==> config.mk <==
export PLATFORM = sky130hd
export DESIGN_NAME = func_status_query
export DESIGN_NICKNAME = d
export VERILOG_FILES = /design/src/verilog/func_status_pkg.sv /design/src/verilog/func_status_query.sv
export VERILOG_INCLUDE_DIRS = /design/src /design/src/verilog
export SDC_FILE = /design/constraint.sdc
export NUM_CORES = 1
export LEC_CHECK = 0
export BUFFER_PORTS_ARGS = -buffer_cell sky130_fd_sc_hd__buf_2
export CAP_MARGIN = 25
export CORE_ASPECT_RATIO = 0.7
export CORE_MARGIN = 4
export CORE_UTILIZATION = 47
export CTS_BUF_LIST = sky130_fd_sc_hd__clkbuf_8 sky130_fd_sc_hd__clkbuf_16
export CTS_CLUSTER_DIAMETER = 100
export CTS_CLUSTER_SIZE = 25
export DETAILED_ROUTE_END_ITERATION = 16
export MAX_ROUTING_LAYER = met4
export PLACE_DENSITY_LB_ADDON = 0.05
export SLEW_MARGIN = 15
export SYNTH_ARGS = -nofsm -noshare
export SYNTH_HDL_FRONTEND = slang
export SYNTH_SLANG_ARGS = --single-unit
==> constraint.sdc <==
create_clock -name i_clk_sys -period 2.91 [get_ports i_clk_sys]
set_input_delay 0.291 -clock i_clk_sys [delete_from_list [all_inputs] [get_ports i_clk_sys]]
set_output_delay 0.291 -clock i_clk_sys [all_outputs]
set_load 0.005 [all_outputs]
==> src/verilog/func_status_defs.svh <==
`ifndef FUNC_STATUS_DEFS_SVH
`define FUNC_STATUS_DEFS_SVH

// register address: function index in bits 4:2, register index in bits 1:0
`define FS_ADDR_W 5
`define FS_REG_CMD 2'h0
`define FS_REG_AER 2'h1
`define FS_REG_BRIDGE 2'h2
`define FS_REG_DEVSTS 2'h3

// reset values of the per-function registers
`define FS_CMD_RST 16'h0000
`define FS_AER_RST 16'h0000
`define FS_BRIDGE_RST 16'h0000
`define FS_DEVSTS_RST 1'b0

// command register field positions
`define FS_CMD_IO_BIT 0
`define FS_CMD_MEM_BIT 1
`define FS_CMD_BME_BIT 2
`define FS_CMD_SERR_BIT 8
`define FS_CMD_INTDIS_BIT 10

// other field positions
`define FS_BRIDGE_SERR_BIT 1
`define FS_AER_ECRC_GEN_BIT 6
`define FS_AER_ECRC_CHK_BIT 8
`define FS_DEVSTS_CORR_BIT 0

// status word slices for selector 0
`define FS_S0_IO 0
`define FS_S0_MEM 1
`define FS_S0_BME 2
`define FS_S0_INTDIS 3
`define FS_S0_SERR 4
`define FS_S0_BSERR 5
`define FS_S0_ECRC_CHK 6
`define FS_S0_ECRC_GEN 7
// status word slice for selector 1
`define FS_S1_CORR 0

`endif

==> src/verilog/func_status_pkg.sv <==
`default_nettype none
package func_status_pkg;

  // status selector encodings; 6 and 7 are reserved
  typedef enum logic [2:0] {
    SEL_COMMAND = 3'h0,
    SEL_DEV_STATUS = 3'h1,
    SEL_2 = 3'h2,
    SEL_3 = 3'h3,
    SEL_4 = 3'h4,
    SEL_5 = 3'h5,
    SEL_RSVD6 = 3'h6,
    SEL_RSVD7 = 3'h7
  } status_sel_t;

  // kind of an incoming request seen by the receive filter
  typedef enum logic [0:0] {
    RX_IO = 1'b0,
    RX_MEM = 1'b1
  } rx_kind_t;

endpackage
`default_nettype wire

==> src/verilog/func_status_query.sv <==
// What this block does
// - selector picks status content; 000b-101b valid, 110b and 111b reserved
// - device drives a 16-bit status word chosen by selector and function
// - completion is high one cycle for each request cycle, as values are presented
// - request with valid index loads that function's outputs and completes in the same cycle
// - selector 0 bit 0 is io enable; endpoint turns io requests away as UR
// - selector 0 bit 1 is memory enable; endpoint turns memory requests away
// - selector 0 bit 3 is interrupt inhibit; legacy interrupts blocked while set
// - selector 0 bits 3:0 mirror command bits 0, 1, 2 and 10
// - selector 0 bit 4 is the command system error reporting enable
// - selector 0 bit 7 shows end-to-end crc generation enabled
// - selector 1 bit 0 is correctable error detected, logged regardless
`include "func_status_defs.svh"
`timescale 1ns/1ps
`default_nettype none

module func_status_query #(
  parameter int NUM_FUNC = 8,
  parameter bit IS_ENDPOINT = 1'b1
) (
  input wire logic i_clk_sys,
  input wire logic i_rst_b,
  // register port
  input wire logic [`FS_ADDR_W-1:0] i_reg_addr,
  input wire logic [15:0] i_reg_wdata,
  input wire logic i_reg_wr,
  input wire logic i_reg_rd,
  output logic [15:0] o_reg_rdata,
  // status query port
  input wire func_status_pkg::status_sel_t i_status_sel,
  input wire logic [2:0] i_func_num,
  input wire logic i_out_req,
  output logic [15:0] o_status_data,
  output logic o_update_done,
  // per-function outputs of the selected function
  output logic o_io_enable,
  output logic o_mem_enable,
  output logic o_bus_master_enable,
  output logic o_intx_disable,
  output logic o_serr_enable,
  output logic o_ecrc_gen_enable,
  // correctable error event from the link side
  input wire logic i_corr_err_evt,
  input wire logic [2:0] i_corr_err_func,
  // incoming request filter
  input wire logic i_rx_valid,
  input wire func_status_pkg::rx_kind_t i_rx_kind,
  input wire logic [2:0] i_rx_func,
  output logic o_rx_accept,
  output logic o_rx_unsupported,
  // legacy interrupt gate
  input wire logic i_intx_req,
  input wire logic [2:0] i_intx_func,
  output logic o_intx_assert
);
  import func_status_pkg::*;

  logic [15:0] cmd_r [NUM_FUNC];
  logic [15:0] aer_r [NUM_FUNC];
  logic [15:0] bridge_r [NUM_FUNC];
  logic [NUM_FUNC-1:0] corr_r;
  logic [2:0] func_r;
  status_sel_t sel_r;
  logic [2:0] wfunc;
  logic [1:0] wreg;

  assign wfunc = i_reg_addr[4:2];
  assign wreg = i_reg_addr[1:0];

  // build the status word for one function and selector
  function automatic logic [15:0] status_word(input status_sel_t sel,
                                              input logic [15:0] cmd,
                                              input logic [15:0] aer,
                                              input logic [15:0] bridge,
                                              input logic corr);
    logic [15:0] w;
    w = 16'h0000; // upper slice and unused selectors stay zero
    unique case (sel)
      SEL_COMMAND: begin
        w[`FS_S0_IO] = cmd[`FS_CMD_IO_BIT];
        w[`FS_S0_MEM] = cmd[`FS_CMD_MEM_BIT];
        w[`FS_S0_BME] = cmd[`FS_CMD_BME_BIT];
        w[`FS_S0_INTDIS] = cmd[`FS_CMD_INTDIS_BIT];
        w[`FS_S0_SERR] = cmd[`FS_CMD_SERR_BIT];
        w[`FS_S0_BSERR] = bridge[`FS_BRIDGE_SERR_BIT];
        w[`FS_S0_ECRC_CHK] = aer[`FS_AER_ECRC_CHK_BIT];
        w[`FS_S0_ECRC_GEN] = aer[`FS_AER_ECRC_GEN_BIT];
      end
      SEL_DEV_STATUS: begin
        w[`FS_S1_CORR] = corr;
      end
      SEL_2, SEL_3, SEL_4, SEL_5: begin
        w = 16'h0000; // field maps not carried by this block
      end
      default: begin
        w = 16'h0000; // reserved selector codes read as zero
      end
    endcase
    return w;
  endfunction

  // per-function command, aer and bridge control registers
  always_ff @(posedge i_clk_sys or negedge i_rst_b) begin
    if (!i_rst_b) begin
      for (int f = 0; f < NUM_FUNC; f++) begin
        cmd_r[f] <= `FS_CMD_RST;
        aer_r[f] <= `FS_AER_RST;
        bridge_r[f] <= `FS_BRIDGE_RST;
      end
    end else if (i_reg_wr) begin
      unique case (wreg)
        `FS_REG_CMD: cmd_r[wfunc] <= i_reg_wdata;
        `FS_REG_AER: aer_r[wfunc] <= i_reg_wdata;
        `FS_REG_BRIDGE: bridge_r[wfunc] <= i_reg_wdata;
        `FS_REG_DEVSTS: ;
      endcase
    end
  end

  // sticky correctable error flags, write one to clear, set wins
  always_ff @(posedge i_clk_sys or negedge i_rst_b) begin
    if (!i_rst_b) begin
      corr_r <= {NUM_FUNC{`FS_DEVSTS_RST}};
    end else begin
      for (int f = 0; f < NUM_FUNC; f++) begin
        if (i_corr_err_evt && i_corr_err_func == 3'(f)) begin
          corr_r[f] <= 1'b1; // logged whatever reporting says
        end else if (i_reg_wr && wreg == `FS_REG_DEVSTS && wfunc == 3'(f)
                     && i_reg_wdata[`FS_DEVSTS_CORR_BIT]) begin
          corr_r[f] <= 1'b0;
        end
      end
    end
  end

  // read data one cycle after the read strobe
  always_ff @(posedge i_clk_sys or negedge i_rst_b) begin
    if (!i_rst_b) begin
      o_reg_rdata <= 16'h0000;
    end else if (i_reg_rd) begin
      unique case (wreg)
        `FS_REG_CMD: o_reg_rdata <= cmd_r[wfunc];
        `FS_REG_AER: o_reg_rdata <= aer_r[wfunc];
        `FS_REG_BRIDGE: o_reg_rdata <= bridge_r[wfunc];
        `FS_REG_DEVSTS: o_reg_rdata <= {15'h0000, corr_r[wfunc]};
      endcase
    end else begin
      o_reg_rdata <= 16'h0000;
    end
  end

  // latch the requested function and track the selector
  always_ff @(posedge i_clk_sys or negedge i_rst_b) begin
    if (!i_rst_b) begin
      func_r <= 3'h0;
      sel_r <= SEL_COMMAND;
    end else begin
      sel_r <= i_status_sel;
      if (i_out_req) begin
        func_r <= i_func_num; // index 0-1 physical, 2-7 virtual
      end
    end
  end

  // status word refreshed on request or selector change, else held
  always_ff @(posedge i_clk_sys or negedge i_rst_b) begin
    if (!i_rst_b) begin
      o_status_data <= 16'h0000;
    end else if (i_out_req) begin
      o_status_data <= status_word(i_status_sel, cmd_r[i_func_num], aer_r[i_func_num],
                                   bridge_r[i_func_num], corr_r[i_func_num]);
    end else if (i_status_sel != sel_r) begin
      o_status_data <= status_word(i_status_sel, cmd_r[func_r], aer_r[func_r],
                                   bridge_r[func_r], corr_r[func_r]);
    end
  end

  // per-function outputs loaded with the word, done in the same cycle
  always_ff @(posedge i_clk_sys or negedge i_rst_b) begin
    if (!i_rst_b) begin
      o_io_enable <= 1'b0;
      o_mem_enable <= 1'b0;
      o_bus_master_enable <= 1'b0;
      o_intx_disable <= 1'b0;
      o_serr_enable <= 1'b0;
      o_ecrc_gen_enable <= 1'b0;
      o_update_done <= 1'b0;
    end else begin
      o_update_done <= i_out_req; // one-cycle completion
      if (i_out_req) begin
        o_io_enable <= cmd_r[i_func_num][`FS_CMD_IO_BIT];
        o_mem_enable <= cmd_r[i_func_num][`FS_CMD_MEM_BIT];
        o_bus_master_enable <= cmd_r[i_func_num][`FS_CMD_BME_BIT];
        o_intx_disable <= cmd_r[i_func_num][`FS_CMD_INTDIS_BIT];
        o_serr_enable <= cmd_r[i_func_num][`FS_CMD_SERR_BIT];
        o_ecrc_gen_enable <= aer_r[i_func_num][`FS_AER_ECRC_GEN_BIT];
      end
    end
  end

  // receive filter: endpoint refuses disabled spaces, root passes all
  always_ff @(posedge i_clk_sys or negedge i_rst_b) begin
    if (!i_rst_b) begin
      o_rx_accept <= 1'b0;
      o_rx_unsupported <= 1'b0;
    end else begin
      o_rx_accept <= 1'b0;
      o_rx_unsupported <= 1'b0;
      if (i_rx_valid) begin
        if (!IS_ENDPOINT) begin
          o_rx_accept <= 1'b1; // enables ignored here
        end else if ((i_rx_kind == RX_IO && !cmd_r[i_rx_func][`FS_CMD_IO_BIT]) ||
                     (i_rx_kind == RX_MEM && !cmd_r[i_rx_func][`FS_CMD_MEM_BIT])) begin
          o_rx_unsupported <= 1'b1;
        end else begin
          o_rx_accept <= 1'b1;
        end
      end
    end
  end

  // legacy interrupt blocked while the function inhibits it
  always_ff @(posedge i_clk_sys or negedge i_rst_b) begin
    if (!i_rst_b) begin
      o_intx_assert <= 1'b0;
    end else begin
      o_intx_assert <= i_intx_req && !cmd_r[i_intx_func][`FS_CMD_INTDIS_BIT];
    end
  end

endmodule

`default_nettype wire

==> results of run 1 <==
-- state kept, by name (all words and copies together), names as in the netlist --
name / flops
aer_r: 128
bridge_r: 128
cmd_r: 128
corr_r: 8
func_r: 3
o_bus_master_enable: 1
o_ecrc_gen_enable: 1
o_intx_assert: 1
o_intx_disable: 1
o_io_enable: 1
o_mem_enable: 1
o_reg_rdata: 16
o_rx_accept: 1
o_rx_unsupported: 1
o_serr_enable: 1
o_status_data: 8
o_update_done: 1
sel_r: 3
-- critical path, cell delays in order, from the launching register on --
cell and delay, ns:
dfrtp_1 0.99, mux4_2 0.40, and2_1 0.16, a211oi_1 0.23, a21oi_1 0.12, a22o_1 0.24
-- cell type report --
type | count | area [um2] | area share [%]
sequential | 432 | 10800 | 47.1
multi-input combinational | 844 | 9680 | 42.2
timing repair buffer | 144 | 1160 | 5.04
tap | 594 | 743 | 3.24
clock buffer | 21 | 526 | 2.29
clock inverter | 2 | 28.8 | 0.125
inverter | 5 | 18.8 | 0.0817
antenna | 1 | 2.50 | 0.0109
-- logic make-up after synthesis --
| logic type | synth area share [%] |
|---|---|
| other | 0.0176 |
| buffers and inverters | 3.96 |
| AO/OA/AOI/OAI | 3.99 |
| XOR/XNOR | 0.123 |
| flip-flops | 50.7 |
| multiplexers | 37.5 |
| AND/OR/NAND/NOR | 3.66 |
-- timing repair --
item,4_1_cts,5_1_grt
hold buffers,9,0
setup buffers,0,0
endpoints found under the hold margin,86,0
-- stage by stage --
stage	std cells	cell area [um2]	worst slack, ns	hold WS, ns
after global routing	2042	23000	0.591	0.0589
after CTS	2042	23000	0.679	0.0273
after floorplan	1404	21300	1.13	-0.00459
after global placement	2010	22300	0.585	0.403
after detailed placement	2010	22300	0.602	0.390
final	2043	23000	0.664	0.0451
-- placed cells by master, fill, tap and decap left out, types with 7 or more instances in the layout --
master         instances
buf_2                 74
mux2i_1               57
a21oi_1               32
nand2b_1               7
mux2_2               352
a21boi_0               8
mux2_1                55
o21a_1                 7
mux4_2               115
nand2_1               22
nor2b_1                7
nor2_4                12
nor2_1                16
dfrtp_1              432
o21ai_0               36
buf_4                 41
mux2_4                15
clkbuf_16             21
conb_1                 8
dlygate4sd3_1          9
buf_12                18
-- path summary, 6_finish.rpt --
path	start	to	slack, ns	cells past startpoint
setup / recovery	func_r[1]	o_status_data[5]	0.66	5
hold / removal	i_intx_func[2]	o_intx_assert	0.05	3
setup reg to reg	func_r[1]	o_status_data[5]	0.66	5
hold reg to reg	o_ecrc_gen_enable	o_ecrc_gen_enable	0.48	1
max in group asynchronous	i_rst_b	bridge_r[84]	1.68	3
min in group asynchronous	i_rst_b	cmd_r[121]	0.32	2
-- power by group through the flow --
stage          logic, mW  registers, mW  clock network, mW
2_1_floorplan       2.25           7.63                  0
3_3_place_gp        2.81           7.85                  0
3_5_place_dp        2.87           7.89                  0
4_1_cts             2.89           7.76               3.40
5_1_grt             3.13           7.92               3.60
6_report            2.84           7.77               3.28
-- metal layers --
layer	wire (um)	up-vias	share of wire [%]
met1	25100	6598	47
met3	2370	48	4.4
met5	0	-	0
met2	25400	224	47
met4	843	0	1.6
li1	-	5301	-
==> flow_summary.yaml, run 1 <==
status:
  outcome: "finished, final reports clean"
logic_synthesis:
  yosys.area.top_type_share_pct: 50.7
  yosysMostFrequentCell: "dfrtp_1"
  async_reset_ff_share_pct: 100
  syn_avg_cell_area_um2: 15.3
  yosys_warnings: 0
  synthTopCellsByArea: "dfrtp_1, mux2_2, mux4_2"
  syn_area_mm2: 0.0213
  synth.distinct_cells: 61
  synth_flop_cell: "dfrtp_1"
  synth_edf_count: 0
  ys_seq_area_share_pct: 50.7
  synth_commonest_cells: "dfrtp_1, mux2_2, mux4_2, mux2i_1, mux2_1"
  synth_seq_cells: 432
  netlist_instances: 1397
  synth_area_leader_cell: "dfrtp_1"
finish:
  nets: 1493
  drive_above_1_share_pct: 47.2
  post-route-util_pct: 52.0
  syn2layout_area_growth_pct: 7.79
  n_fill_cell: 3765
floorplanning:
  start_util_pct: 48.2
  die-height_um: 186
  rows: 64
  dieArea_mm2: 0.0489
  core-area_mm2: 0.0442
  fp.dieW_um: 263
  ios: 87
power_and_ir_drop:
  leakagePower_nw: 10.3
  ir_drop_mv: 0.364
  total_power_mw: 13.9
  p_int_mw: 10.2
  p_switching_mw: 3.72
  p_seq_share_pct: 55.9
  switching_share_pct: 26.8
  pwr-share-clk_pct: 23.6
  power.density_mw_per_mm2: 605
  combPwrFrac_pct: 20.5
global_routing:
  overflow: 0
  grt_pass1_vias: 12884
  antenna_found_initial: 0
  grt_pass1_wl_um: 84300
  grt.busiest_layer: "met2"
  grt_max_degree: 92
  groute.layer.met1.usage_pct: 33.1
  gr-usage-met3_pct: 3.42
  grt_usage_pct: 23.2
  use_met2_pct: 36.8
sta:
  post-route-period-util_pct: 77.2
  min_period_ns: 2.25
  fmax_mhz: 445
  finalSetupTns_ns: 0
  worst_pin_slew_ns: 0.960
  finalHoldViolCount: 0
  slew_headroom_pct: 36.0
  finalSetupViolations: 0
  rsz0062_at_grt: "false"
  fin_skew_ns: 0.0185
  drv_slew: 0
route:
  vias: 12171
  wl_per_cell_um: 26.3
  antenna_left: 0
  drtIter0Drc: 663
  drcViolationCount: 0
  dr.pass1.iters: 5
  viasPerCell: 5.96
  wl_um: 53700
setup_path:
  cp.arrival_ns: 2.69
  cp_max_fo: 20
  cp.required_ns: 3.35
  critical_path.startpoint_type: "register"
  end_kind: "register"
  path_class: "reg -> reg"
placed_design:
  dpl.hpwl_um: 33900
  globalplace.congestion: 0.812
  port_buffers: 78
clock_network:
  clk_latency_ns: 0.55
  cts.sinks: 432
  cts_tree: "yes"
  htreeDepth: 1
  clockRootBuffer: "clkbuf_16"
  clkSlewWorstSetupHoldPaths_ns: 0.10
  cts_resized: 0
  cts_buffers: 21
  clockBufferDepth: 3
hold_path:
  hold_path.class: "in -> reg"
job:
  maxCapViolCount: 0
(Power assumes the default switching activity.)
==> run 2, diff against run 1 <==
Settings changed: ABC_AREA set to 1.
Clock period 2.91 ns to 1.9 ns, I/O delays scaled along.
==> run 2 against run 1 <==
Against the previous run:
- first-iteration DRC count grew to 3.0 times the previous value
- flip-flop and latch count stayed put
- core utilization is 1.7 points higher
- cell area is 1.2% lower
- largest cell class unchanged
- largest power group unchanged
- highest routed layer unchanged
==> flow_summary.yaml, run 2 <==
setup_path:
  cp_max_fo: 8
  cp.arrival_ns: 2.12
  timing.rr.start: "cmd_r[33]"
  cp.required_ns: 2.35
  end_kind: "register"
  critical_path.startpoint_type: "input port"
  path_class: "in -> reg"
  cp-startpoint: "i_reg_wdata[0]"
sta:
  rsz0062_at_grt: "false"
  fin_skew_ns: 0.0218
  slew_headroom_pct: 47.5
  drv_slew: 0
  min_period_ns: 1.67
  worst_pin_slew_ns: 0.787
  post-route-period-util_pct: 87.9
  finalSetupViolations: 0
  fmax_mhz: 599
  finalHoldViolCount: 0
  finalSetupTns_ns: 0
placed_design:
  port_buffers: 78
  globalplace.congestion: 0.919
  dpl.hpwl_um: 43000
power_and_ir_drop:
  p_switching_mw: 6.46
  pwr-share-clk_pct: 24.6
  p_seq_share_pct: 56.7
  combPwrFrac_pct: 18.7
  leakagePower_nw: 10.9
  ir_drop_mv: 0.636
  power.density_mw_per_mm2: 918
  p_int_mw: 14.4
  switching_share_pct: 31.0
logic_synthesis:
  netlist_instances: 2540
  synth_edf_count: 0
  synth.distinct_cells: 29
  yosysMostFrequentCell: "nand2_1"
  syn_area_mm2: 0.0201
  yosys_warnings: 0
  synthTopCellsByArea: "dfrtp_1, nand2_1, o21ai_0"
  syn_avg_cell_area_um2: 7.92
  yosys.area.top_type_share_pct: 53.7
  async_reset_ff_share_pct: 100
  synth_commonest_cells: "nand2_1, o21ai_0, dfrtp_1, nor2_1, clkbuf_1"
  synth_flop_cell: "dfrtp_1"
  ys_seq_area_share_pct: 53.7
  synth_area_leader_cell: "dfrtp_1"
  synth_seq_cells: 432
global_routing:
  antenna_found_initial: 0
  grt_pass1_vias: 17321
  grt_pass1_wl_um: 105000
  grt_max_degree: 76
  overflow: 0
  grt_usage_pct: 29.6
finish:
  multi_input_area_mm2: 0.00799
  post-route-util_pct: 53.6
  mostFrequentLayoutCell: "nand2_1"
  drive_above_1_share_pct: 8.86
  layout_common_cells: "nand2_1, o21ai_0, dfrtp_1, nor2_1, inv_1"
  syn2layout_area_growth_pct: 12.8
  diodes: 0
  nets: 2650
  reg_top3: "aer_r x128, bridge_r x128, cmd_r x128"
  register_area_mm2: 0.0108
  n_fill_cell: 4056
clock_network:
  clockBufferDepth: 3
  cts.sinks: 432
  clk_latency_ns: 0.56
  cts_tree: "yes"
  cts_buffers: 21
  htreeDepth: 1
  clkSlewWorstSetupHoldPaths_ns: 0.11
  clockRootBuffer: "clkbuf_16"
  cts_resized: 0
route:
  drcViolationCount: 0
  vias: 17857
  wl_per_cell_um: 21.1
  dr.pass1.iters: 6
  viasPerCell: 5.65
  wl_um: 66600
  antenna_left: 0
  drtIter0Drc: 1961
status:
  outcome: "finished, final reports clean"
floorplanning:
  core-area_mm2: 0.0423
  rows: 63
  dieArea_mm2: 0.0463
  ios: 87
  fp.dieW_um: 255
  start_util_pct: 47.6
  die-height_um: 181
job:
  maxCapViolCount: 0
hold_path:
  hold_path.class: "in -> reg"
  min_from: "i_intx_func[0]"
run 2: cell types whose count changed after synthesis, moves of 22 or more:
cell / delta
mux2_2: -352
clkbuf_1: +112
buf_4: -22
mux4_2: -115
mux2i_1: -57
a21oi_1: +84
nand4_1: +40
inv_1: +148
mux2_1: -55
nand2_1: +654
nand3_1: +137
nor2_1: +188
a22oi_1: +30
o21ai_0: +438
run 2: stage by stage:
| step | instances | power, mW | hold slack [ns] | cell area [um2] | setup slack [ns] |
|---|---|---|---|---|---|
| final | 3158 | 20.8 | 0.0291 | 22700 | 0.230 |
| after global routing | 3158 | 22.1 | 0.0625 | 22700 | 0.108 |
| after CTS | 3158 | 20.9 | 0.00371 | 22700 | 0.273 |
| after detailed placement | 3098 | 15.8 | 0.108 | 21800 | -0.0114 |
| after global placement | 3098 | 15.7 | 0.107 | 21800 | -0.0634 |
| after floorplan | 2547 | 14.2 | -0.106 | 20200 | 0.443 |
run 2: final cells by class:
| class | instances | share of cell area [%] |
|---|---|---|
| Sequential cell | 432 | 47.6 |
| Tap cell | 552 | 3.04 |
| Inverter | 155 | 2.56 |
| Multi-Input combinational cell | 1764 | 35.2 |
| Clock inverter | 2 | 0.110 |
| Timing Repair Buffer | 231 | 9.09 |
| Clock buffer | 22 | 2.38 |
run 2: critical path, stage by stage:
cell,delay [ns]
dlygate4sd3_1,0.52
buf_2,0.18
nand3_1,0.27
nor3_1,0.26
o32ai_1,0.13
dlygate4sd3_1,0.57
run 2: cell families (layout without fill, tap and decap cells):
family | count (synthesis) | after routing | synth area share, %
and+or+nand+nor | 1086 | 1086 | 22.0
AOI/OAI and AO/OA | 669 | 669 | 17.4
DFF | 432 | 432 | 53.7
buffers and inverters | 351 | 410 | 6.84
other | 1 | 8 | 0.0186
xor gates and xnor gates | 1 | 1 | 0.0435
run 2: per-layer routing:
metal	wire (um)	up-vias	GRT usage, %
li1	-	8426	-
met1	32000	8657	44.7
met2	28200	667	43.0
met3	4830	107	3.87
met4	1510	0	5.80
met5	0	-	-
run 2: power groups by stage:
| stage | clock network (mW) | logic [mW] | registers, mW |
|---|---|---|---|
| floorplan | 0 | 2.49 | 11.7 |
| global placement | 0 | 3.72 | 11.9 |
| detailed placement | 0 | 3.83 | 12.0 |
| CTS | 5.24 | 3.90 | 11.8 |
| global route | 5.57 | 4.50 | 12.0 |
| finish | 5.12 | 3.90 | 11.8 |
run 2: what timing repair did:
item / 4_1_cts / 5_1_grt
hold buffers: 36 / 0
setup buffers: 0 / 0
endpoints found under the hold margin: 481 / 0
run 2: worst paths after layout:
path	depth (start not counted)	to	slack [ns]
worst min-delay path	3	o_intx_assert	0.03
worst min register to register	2	o_status_data[7]	0.48
worst max-delay path	6	corr_r[3]	0.23
min in group asynchronous	2	cmd_r[71]	0.10
worst max register to register	7	o_rx_accept	0.25
max in group asynchronous	3	sel_r[2]	1.01
